File: src/design/sac_pkg.sv
// Package: register map, field layout and timing for the APPROX_REGISTER converter control
package sac_pkg;

  // Register indices (printed offsets not all multiples of four)
  localparam logic [7:0] SAC_MODE_IDX   = 8'h80;
  localparam logic [7:0] SAC_CHAN_IDX   = 8'h81;
  localparam logic [7:0] SAC_RESULT_IDX = 8'h82;
  localparam logic [9:0] SAC_MODE_ADDR   = {SAC_MODE_IDX, 2'b00};
  localparam logic [9:0] SAC_CHAN_ADDR   = {SAC_CHAN_IDX, 2'b00};
  localparam logic [9:0] SAC_RESULT_ADDR = {SAC_RESULT_IDX, 2'b00};

  // Mode register field positions
  localparam int SAC_EN_BIT    = 7;
  localparam int SAC_HW_BIT    = 6;
  localparam int SAC_TIME_HI   = 5;
  localparam int SAC_TIME_LO   = 3;
  localparam int SAC_EDGE_HI   = 2;
  localparam int SAC_EDGE_LO   = 1;
  localparam logic [7:0] SAC_MODE_WMASK = 8'hfe;
  localparam logic [7:0] SAC_CHAN_WMASK = 8'h07;

  // Reset values
  localparam logic [7:0] SAC_MODE_RST   = 8'h00;
  localparam logic [7:0] SAC_CHAN_RST   = 8'h00;
  localparam logic [7:0] SAC_RESULT_RST = 8'h00;

  // Edge selection codes
  localparam logic [1:0] SAC_EDGE_NONE = 2'b00;
  localparam logic [1:0] SAC_EDGE_FALL = 2'b01;
  localparam logic [1:0] SAC_EDGE_RISE = 2'b10;
  localparam logic [1:0] SAC_EDGE_BOTH = 2'b11;

  // Conversion lengths in main clock cycles, per time code
  localparam logic [7:0] SAC_LEN_000 = 8'd144;
  localparam logic [7:0] SAC_LEN_001 = 8'd120;
  localparam logic [7:0] SAC_LEN_010 = 8'd96;
  localparam logic [7:0] SAC_LEN_100 = 8'd72;
  localparam logic [7:0] SAC_LEN_101 = 8'd60;
  localparam logic [7:0] SAC_LEN_110 = 8'd48;
  // Cycles of the conversion given to sampling before hold
  localparam logic [7:0] SAC_SAMPLE_LEN = 8'd16;
  // Number of bit decisions that share the cycles left after the sample phase
  localparam logic [7:0] SAC_BIT_DIV = 8'd8;

  typedef enum logic [1:0] {
    SAC_IDLE   = 2'b00,
    SAC_SAMPLE = 2'b01,
    SAC_CONV   = 2'b11,
    SAC_DONE   = 2'b10
  } sac_state_t;

  typedef struct packed {
    logic [9:0] addr;
    logic [7:0] wdata;
    logic       wr;
    logic       rd;
  } sac_bus_req_t;

  typedef struct packed {
    sac_state_t  state;
    logic [7:0]  mode;
    logic [2:0]  chan;
    logic [7:0]  result;
    logic [7:0]  approx;
    logic [2:0]  bit_idx;
    logic [7:0]  cnt;
    logic [7:0]  bit_len;
    logic [2:0]  trig_sync;
    logic        trig_level;
    logic        sample;
    logic        hold;
    logic        irq;
    logic        busy;
    logic [7:0]  rdata;
    logic [7:0]  tap;
  } sac_st_t;

endpackage

File: src/design/sac_top.sv
// APPROX_REGISTER converter control: mode/channel registers, trigger, sequencer, result
// ----------------------------------------------------------------------------
// ----------------------------------------------------------------------------
`timescale 1ns/100ps

module sac_top
  import sac_pkg::*;
(
  input  wire logic       REF_CLK,
  input  wire logic       RST_N,
  input  wire logic [9:0] ADDR,
  input  wire logic [7:0] WDATA,
  input  wire logic       WR,
  input  wire logic       RD,
  output logic      [7:0] RDATA,
  input  wire logic       HW_TRIGGER_IN,
  input  wire logic       CMP_IN,
  output logic      [2:0] ANALOG_INPUTS_SEL,
  output logic            SAMPLE,
  output logic            HOLD,
  output logic      [7:0] TAP_CODE,
  output logic            CONV_END_IRQ,
  output logic            BUSY
);

  // ----------------------------------------------------------------------------
  // State
  // ----------------------------------------------------------------------------
  sac_st_t      st_r;
  sac_st_t      st_nxt;
  sac_bus_req_t req;
  logic [1:0]   edge_sel;
  logic [2:0]   time_sel;
  logic [7:0]   conv_len;
  logic         trig_rise;
  logic         trig_fall;
  logic         trig_hit;
  logic         enabled;
  logic         hw_mode;
  logic [7:0]   trial;

  assign req      = '{addr: ADDR, wdata: WDATA, wr: WR, rd: RD};
  assign edge_sel = st_r.mode[SAC_EDGE_HI:SAC_EDGE_LO];
  assign time_sel = st_r.mode[SAC_TIME_HI:SAC_TIME_LO];
  assign enabled  = st_r.mode[SAC_EN_BIT];
  assign hw_mode  = st_r.mode[SAC_HW_BIT];

  // ----------------------------------------------------------------------------
  // Conversion length decode
  // ----------------------------------------------------------------------------
  always_comb begin
    case (time_sel)
      3'h0:    conv_len = SAC_LEN_000;
      3'h1:    conv_len = SAC_LEN_001;
      3'h2:    conv_len = SAC_LEN_010;
      3'h4:    conv_len = SAC_LEN_100;
      3'h5:    conv_len = SAC_LEN_101;
      3'h6:    conv_len = SAC_LEN_110;
      default: conv_len = SAC_LEN_000;
    endcase
  end

  // ----------------------------------------------------------------------------
  // Trigger edge detection on agreeing second and third sync stages
  // ----------------------------------------------------------------------------
  assign trig_rise = st_r.trig_sync[1] & st_r.trig_sync[2] & ~st_r.trig_level;
  assign trig_fall = ~st_r.trig_sync[1] & ~st_r.trig_sync[2] & st_r.trig_level;
  always_comb begin
    case (edge_sel)
      SAC_EDGE_FALL: trig_hit = trig_fall;
      SAC_EDGE_RISE: trig_hit = trig_rise;
      SAC_EDGE_BOTH: trig_hit = trig_rise | trig_fall;
      default:       trig_hit = 1'b0;
    endcase
  end

  // ----------------------------------------------------------------------------
  // Next state
  // ----------------------------------------------------------------------------
  always_comb begin
    st_nxt       = st_r;
    st_nxt.irq   = 1'b0;
    st_nxt.rdata = 8'h00;
    trial        = 8'h00;

    st_nxt.trig_sync = {st_r.trig_sync[1:0], HW_TRIGGER_IN};
    if (st_r.trig_sync[1] == st_r.trig_sync[2]) begin
      st_nxt.trig_level = st_r.trig_sync[2];
    end

    // Register writes: bit writes arrive as full-byte read-modify-write
    if (req.wr) begin
      if (req.addr == SAC_MODE_ADDR) begin
        // Time field rewrites while enabled are taken as written, not guarded
        st_nxt.mode = req.wdata & SAC_MODE_WMASK;
      end else if (req.addr == SAC_CHAN_ADDR) begin
        st_nxt.chan = req.wdata[2:0];
      end
    end

    // Register reads, unmapped addresses return zero
    if (req.rd) begin
      case (req.addr)
        SAC_MODE_ADDR:   st_nxt.rdata = st_r.mode;
        SAC_CHAN_ADDR:   st_nxt.rdata = {5'h00, st_r.chan};
        SAC_RESULT_ADDR: st_nxt.rdata = st_r.result;
        default:         st_nxt.rdata = 8'h00;
      endcase
    end

    case (st_r.state)
      SAC_IDLE: begin
        st_nxt.sample = 1'b0;
        st_nxt.hold   = 1'b0;
        if (enabled && ((!hw_mode) || trig_hit)) begin
          st_nxt.state   = SAC_SAMPLE;
          st_nxt.cnt     = 8'h00;
          st_nxt.sample  = 1'b1;
          st_nxt.bit_len = (conv_len - SAC_SAMPLE_LEN) / SAC_BIT_DIV;
        end
      end
      SAC_SAMPLE: begin
        st_nxt.cnt = st_r.cnt + 8'h01;
        if (st_r.cnt == SAC_SAMPLE_LEN - 8'h01) begin
          st_nxt.state   = SAC_CONV;
          st_nxt.sample  = 1'b0;
          st_nxt.hold    = 1'b1;
          st_nxt.cnt     = 8'h00;
          st_nxt.bit_idx = 3'h7;
          st_nxt.approx  = 8'h80;
          st_nxt.tap     = 8'h80;
        end
      end
      SAC_CONV: begin
        st_nxt.cnt = st_r.cnt + 8'h01;
        if (st_r.cnt == st_r.bit_len - 8'h01) begin
          st_nxt.cnt = 8'h00;
          trial = st_r.approx;
          trial[st_r.bit_idx] = CMP_IN;
          st_nxt.approx = trial;
          if (st_r.bit_idx == 3'h0) begin
            st_nxt.state  = SAC_DONE;
            st_nxt.result = trial;
            st_nxt.irq    = 1'b1;
            st_nxt.hold   = 1'b0;
          end else begin
            st_nxt.bit_idx = st_r.bit_idx - 3'h1;
            trial[st_r.bit_idx - 3'h1] = 1'b1;
            st_nxt.approx = trial;
            st_nxt.tap    = trial;
          end
        end
      end
      SAC_DONE: begin
        // Hardware start rearms on the next edge; software start restarts
        st_nxt.state = SAC_IDLE;
      end
      default: st_nxt.state = SAC_IDLE;
    endcase

    // Clearing the enable bit stops a running conversion at once
    if (!enabled && st_r.state != SAC_DONE) begin
      st_nxt.state  = SAC_IDLE;
      st_nxt.sample = 1'b0;
      st_nxt.hold   = 1'b0;
    end

    // Busy is registered so that the output comes straight from a flop
    st_nxt.busy = st_nxt.sample | st_nxt.hold;
  end

  // ----------------------------------------------------------------------------
  // Register
  // ----------------------------------------------------------------------------
  always_ff @(posedge REF_CLK or negedge RST_N) begin
    if (!RST_N) begin
      st_r            <= '0;
      st_r.state      <= SAC_IDLE;
      st_r.mode       <= SAC_MODE_RST;
      st_r.chan       <= SAC_CHAN_RST[2:0];
      st_r.result     <= SAC_RESULT_RST;
    end else begin
      st_r <= st_nxt;
    end
  end

  assign RDATA             = st_r.rdata;
  assign ANALOG_INPUTS_SEL = st_r.chan;
  assign SAMPLE            = st_r.sample;
  assign HOLD              = st_r.hold;
  assign TAP_CODE          = st_r.tap;
  assign CONV_END_IRQ      = st_r.irq;
  assign BUSY              = st_r.busy;

endmodule

File: config.mk
export PLATFORM = sky130hd
export DESIGN_NAME = sac_top
export DESIGN_NICKNAME = d
export VERILOG_FILES = /design/src/design/sac_pkg.sv /design/src/design/sac_top.sv
export SDC_FILE = /design/constraint.sdc
export NUM_CORES = 1
export LEC_CHECK = 0
export BUFFER_PORTS_ARGS = -buffer_cell sky130_fd_sc_hd__buf_2
export CORE_UTILIZATION = 50
export CTS_CLUSTER_DIAMETER = 100
export DETAILED_ROUTE_END_ITERATION = 7
export PLACE_DENSITY = 0.71
export SLEW_MARGIN = 10
export SYNTH_ARGS = -nofsm -noshare
export SYNTH_HDL_FRONTEND = slang
export SYNTH_SLANG_ARGS = --single-unit
File: constraint.sdc
create_clock -name REF_CLK -period 2.7 [get_ports REF_CLK]
set_input_delay 0.405 -clock REF_CLK [delete_from_list [all_inputs] [get_ports REF_CLK]]
set_output_delay 0.405 -clock REF_CLK [all_outputs]
set_load 0.02 [all_outputs]
* Word-level counts from Yosys, hierarchy flattened
Cells that the tools add are included.
Word-level totals: flip-flop bits (word level) 68, word-level logic and storage cells 113
Cells by class: add/sub/neg operators 4, magnitude comparators 4, equality and inequality tests 26, muxes and demuxes 33, bitwise operators 11, reduce and logical (&&, ||, !) cells 19
Operator list (count):
- 8-bit case mux with 3 select lines | 2
- 8-bit case mux with 5 select lines | 1
- 19-bit two-way mux | 2
- 8-bit two-way mux | 4
- 10-bit == test (second input constant) | 3
- 11-bit case mux with 2 select lines | 1
- 2-bit two-way mux | 9
- 16-bit two-way mux | 1
- 8-bit case mux with 2 select lines | 1
- 3-bit inequality test (second input constant) | 4
- 11-bit two-way mux | 1
- 2-bit inequality test (second input constant) | 5
- 3-bit == test (second input constant) | 3
- 3-bit AND reduction | 3
- 8-bit by 1-bit adder with 8-bit output (second input constant) | 1
- 8-bit bitwise mux | 1
- 2-bit == test (second input constant) | 4
- 8-bit by 4-bit == test with 1-bit output (second input constant) | 1
- 8-bit == test | 1
- 3-bit by 4-bit less-than comparator with 1-bit output (second input constant) | 2
- 8-bit bitwise OR | 1
- 2-bit case mux with 4 select lines | 1
- 4-bit AND reduction | 2
- 8-bit by 5-bit subtractor with 8-bit output (second input constant) | 1
- other kinds (22) | 42

* Longest topological paths before layout
depth after elaboration 11, mapped depth 9

* Worst setup path after synthesis
OpenSTA, ideal clock, no wires.
path type register -> register, start point reg st_r[24] (netlist name), end point reg st_r[51] (netlist name), data arrival time 2.039 ns, data required time 2.572 ns, setup slack 0.534 ns, cell stages (with the launch flop) 9, path through dfrtp_1 > inv_1 > ha_1 > or3_4 > a31oi_4 > nand4_2 > or2_4 > clkinv_2 > mux2_1
On the way: word-level cells in the longest chain between the ends 3
RTL lines:
- start, declared | RTL line sac_top.sv:29 | sac_st_t st_r;
- start signal, assigned | RTL line sac_top.sv:183 | st_r <= st_nxt;
- 5-bit by 1-bit subtractor with 6-bit output | RTL line sac_top.sv:136 | if (st_r.cnt == st_r.bit_len - 8'h01) begin
- 8-bit == test | RTL line sac_top.sv:136
- 3-bit AND reduction (no source line)
Every way passes these cells. A chain may end at the register's enable or synchronous reset.

* Worst setup path after layout
start point reg st_r[24] (netlist name), end point reg st_r[55] (netlist name)
Same word-level chain as after synthesis.

==> impl_metrics.py <==
metrics = {
    "die": {
        "core_area_um2": 6870,
        "fp.dieW_um": 87.0,
        "start_util_pct": 52.6,
        "rows": 30,
        "design.portCount": 47,
        "die_area_um2": 7570,
        "dieHeight_um": 87.0,
    },
    "global_routing": {
        "grt_pass1_wl_um": 13100,
        "gr-usage-all-layers_pct": 22.8,
        "grt_max_degree": 39,
        "grt_remaining_overflow": 0,
        "antenna_found_initial": 0,
        "first_global_vias": 2653,
    },
    "worst_setup_path": {
        "reg2reg_setup_slack_ns": 0.35,
        "worst_r2r_endpoint": "st_r[55]",
        "crit_slowest_cell": "dfrtp_1",
        "critPathKind": "reg2reg",
        "reg2reg_depth": 8,
        "crit_required_ns": 2.93,
        "cp.arrival_ns": 2.58,
        "critPathCaptureType": "register",
        "r2r-start": "st_r[24]",
        "startpoint_type": "register",
        "crit_path_cell_trace": "inv_1, ha_1, or3_4, a31oi_4, nand4_2, or2_4, clkinv_2, mux2_1",
        "cpPeakStageDelay_ns": 0.40,
        "critical_path.max_fanout": 8,
    },
    "routing": {
        "drc_errors": 0,
        "vias": 2726,
        "first_iter_violations": 161,
        "wl_um": 7520,
        "dr.pass1.iters": 5,
        "wl_per_cell_um": 15.2,
        "vias_per_cell": 5.53,
        "drt.antenna.violating_nets": 0,
    },
    "cells_and_area": {
        "finalInstanceArea_um2": 4070,
        "regArea_um2": 1700,
        "fillers": 602,
        "drive_gt1_share_pct": 23.4,
        "antennaDiodeCount": 0,
        "multi_input_area_um2": 1670,
        "syn_to_final_growth_pct": 12.6,
        "nets": 426,
    },
    "clock_network": {
        "ctsRootBufferMaster": "clkbuf_8",
        "cts_buffers": 9,
        "clkLatencyLatePin_ns": 0.35,
        "cts_setup_buffers": 0,
        "postCtsHoldBufs": 0,
        "clk_pin_slew_ns": 0.07,
        "htree_levels": 3,
        "cts_resized": 0,
        "cts_tree": "done",
        "clkSinkCount": 68,
        "cts.path.max_buffers": 2,
    },
    "status": {
        "outcome": "finished, final reports clean",
    },
    "power_and_ir_drop": {
        "vdd_ir_drop_max_mv": 0.391,
        "p_per_area_nw_per_um2": 543,
        "p_leak_nw": 1.98,
    },
    "yosys": {
        "synth_nets": 392,
        "syn_avg_cell_area_um2": 10.1,
        "synth-edff-count": 0,
        "synth_xor_xnor_area_share_pct": 2.67,
        "synth_top_family_by_area": "simple AND/OR/NAND/NOR gates",
        "syn_area_um2": 3610,
        "yosys.area.top_type": "dfrtp_1",
        "ys_seq_area_share_pct": 47.1,
        "netlist_instances": 358,
        "synth_ff_type": "dfrtp_1",
        "yosys.area_share.adder_pct": 3.46,
        "synth.area.top_cells": "dfrtp_1 (47%), mux2_2 (4.1%), buf_4 (3.9%), ha_1 (3.5%), mux2i_1 (3.3%)",
        "yosysWarnings": 0,
        "synth-simple-area-share_pct": 16.8,
        "muxShareOfSynthArea_pct": 9.66,
        "ys_seq_elements": 68,
        "async_flop_share_pct": 100,
        "synth_compound_area_share_pct": 13.5,
        "synth_cell_types": 58,
        "synth_top_area_share_pct": 47.1,
    },
    "flow_run": {
        "maxCapViolCount": 0,
    },
    "timing": {
        "rsz0062_at_grt": "false",
        "period_needed_ns": 2.35,
        "worst_slew_pin_slew_ns": 0.703,
        "maxSlewViolCount": 0,
        "hold_viol_final": 0,
        "fin_crit_sh_pct": 87.0,
        "fin_tns_setup_ns": 0,
        "slew_headroom_pct": 53.2,
        "setup_viol": 0,
        "finClkSkew_ns": 0.00850,
        "setup_slack_ns": 0.351,
        "fmax_ghz": 0.426,
    },
    "placed_design": {
        "dpl_cell_area_um2": 3840,
        "place_congestion": 0.847,
        "pre_cts_slack_ns": 0.383,
        "dp_hpwl_um": 5440,
        "port_buffers": 46,
    },
    "hold_path": {
        "hold_class": "in2async",
    },
}
[cells by family after synthesis]
| kind of cell | after synthesis |
|---|---|
| xor+xnor | 11 |
| simple gates | 116 |
| flops | 68 |
| fa+ha+maj | 10 |
| mux | 32 |
| buf+inv | 45 |
| compound gates | 76 |
[report_power, final]
group          internal (mW)  switching, mW  total, mW  leakage (nW)
registers               1.05         0.0328       1.08         0.873
logic                 0.0853          0.113      0.198          1.00
clock network          0.524          0.410      0.934         0.110
total                   1.65          0.556       2.21          1.98
[flip-flops by register name, summed over array words and instances (netlist names), 2 cells and up]
| name | flops |
|---|---|
| edge_sel | 2 |
| st_nxt | 2 |
| ANALOG_INPUTS_SEL | 3 |
| RDATA | 8 |
| TAP_CODE | 8 |
| st_r | 39 |
[layout by cell type (no fill, tap or decap), types with 5 or more instances in the layout]
master     instances
dfrtp_1           68
buf_2             46
nor2_1            29
nand2_1           28
nand3_1           17
a21oi_1           17
o21ai_0           16
inv_1             13
mux2_2            13
mux2i_1           12
o21ai_1           12
ha_1              10
clkbuf_8           9
xnor2_1            8
nor3_1             8
buf_4              7
o2bb2ai_1          6
mux2_1             6
a31oi_1            5
[synthesized netlist by cell type, types with 2 or more instances]
cell	instances
nand4b_1	2
clkbuf_1	8
xnor2_1	8
or3_4	2
o2bb2ai_1	6
mux2_1	6
xor2_1	3
o21ai_1	12
buf_4	19
ha_1	10
a31oi_1	5
nor4_1	2
buf_2	3
inv_1	13
nor2_1	29
nor2b_1	4
mux2i_1	12
and3_1	2
nand4_1	3
mux2_2	13
or3_1	2
a22o_1	3
nand3_1	17
dfrtp_1	68
a21o_1	2
o21ai_0	16
a21oi_1	17
nor3_1	8
a21bo_1	2
o211ai_1	2
nand2_1	28
a211oi_1	2
and3b_1	2
nand2b_1	3
[stage by stage]
step	util [%]	std cells	hold WS, ns	power, mW
2_1_floorplan	-	358	0.109	1.23
3_3_place_gp	56.0	477	0.334	1.29
3_5_place_dp	56.0	477	0.341	1.30
4_1_cts	59.2	493	0.108	2.24
5_1_grt	59.2	493	0.136	2.30
6_report	59.2	493	0.0903	2.21
[layout make-up]
cell class,count,share of cell area [%]
sequential,68,41.8
multi-input combinational,245,41.0
timing repair buffer,54,7.44
clock buffer,9,3.05
tap,96,2.95
clock inverter,7,2.43
inverter,14,1.32
[worst max-delay path, delay by kind of cell (launching register included)]
family	cells	cell delay, ns
adder cells (fa/ha/maj)	1	0.22
AO/OA/AOI/OAI	1	0.21
multiplexers	1	0.34
AND/OR/NAND/NOR	3	0.86
buffers and inverters	2	0.20
flip-flops	1	0.40
[how the worst max path moves through the flow]
stage                   from        to  cells after the start
global placement    st_r[24]  st_r[57]                      8
floorplan           st_r[24]  st_r[51]                      8
detailed placement  st_r[24]  st_r[51]                      8
global route        st_r[24]  st_r[55]                      8
finish              st_r[24]  st_r[55]                      8
CTS                 st_r[24]  st_r[55]                      8
[layer usage]
metal | routed length (µm) | up-vias | share of wire [%] | GRT usage, %
met5 | 0 | - | 0 | 0
met1 | 3380 | 1335 | 45 | 29.6
li1 | - | 1322 | - | -
met4 | 125 | 0 | 1.7 | 8.33
met2 | 3650 | 59 | 49 | 37.0
met3 | 354 | 10 | 4.7 | 5.59
(Power assumes the default switching activity.)
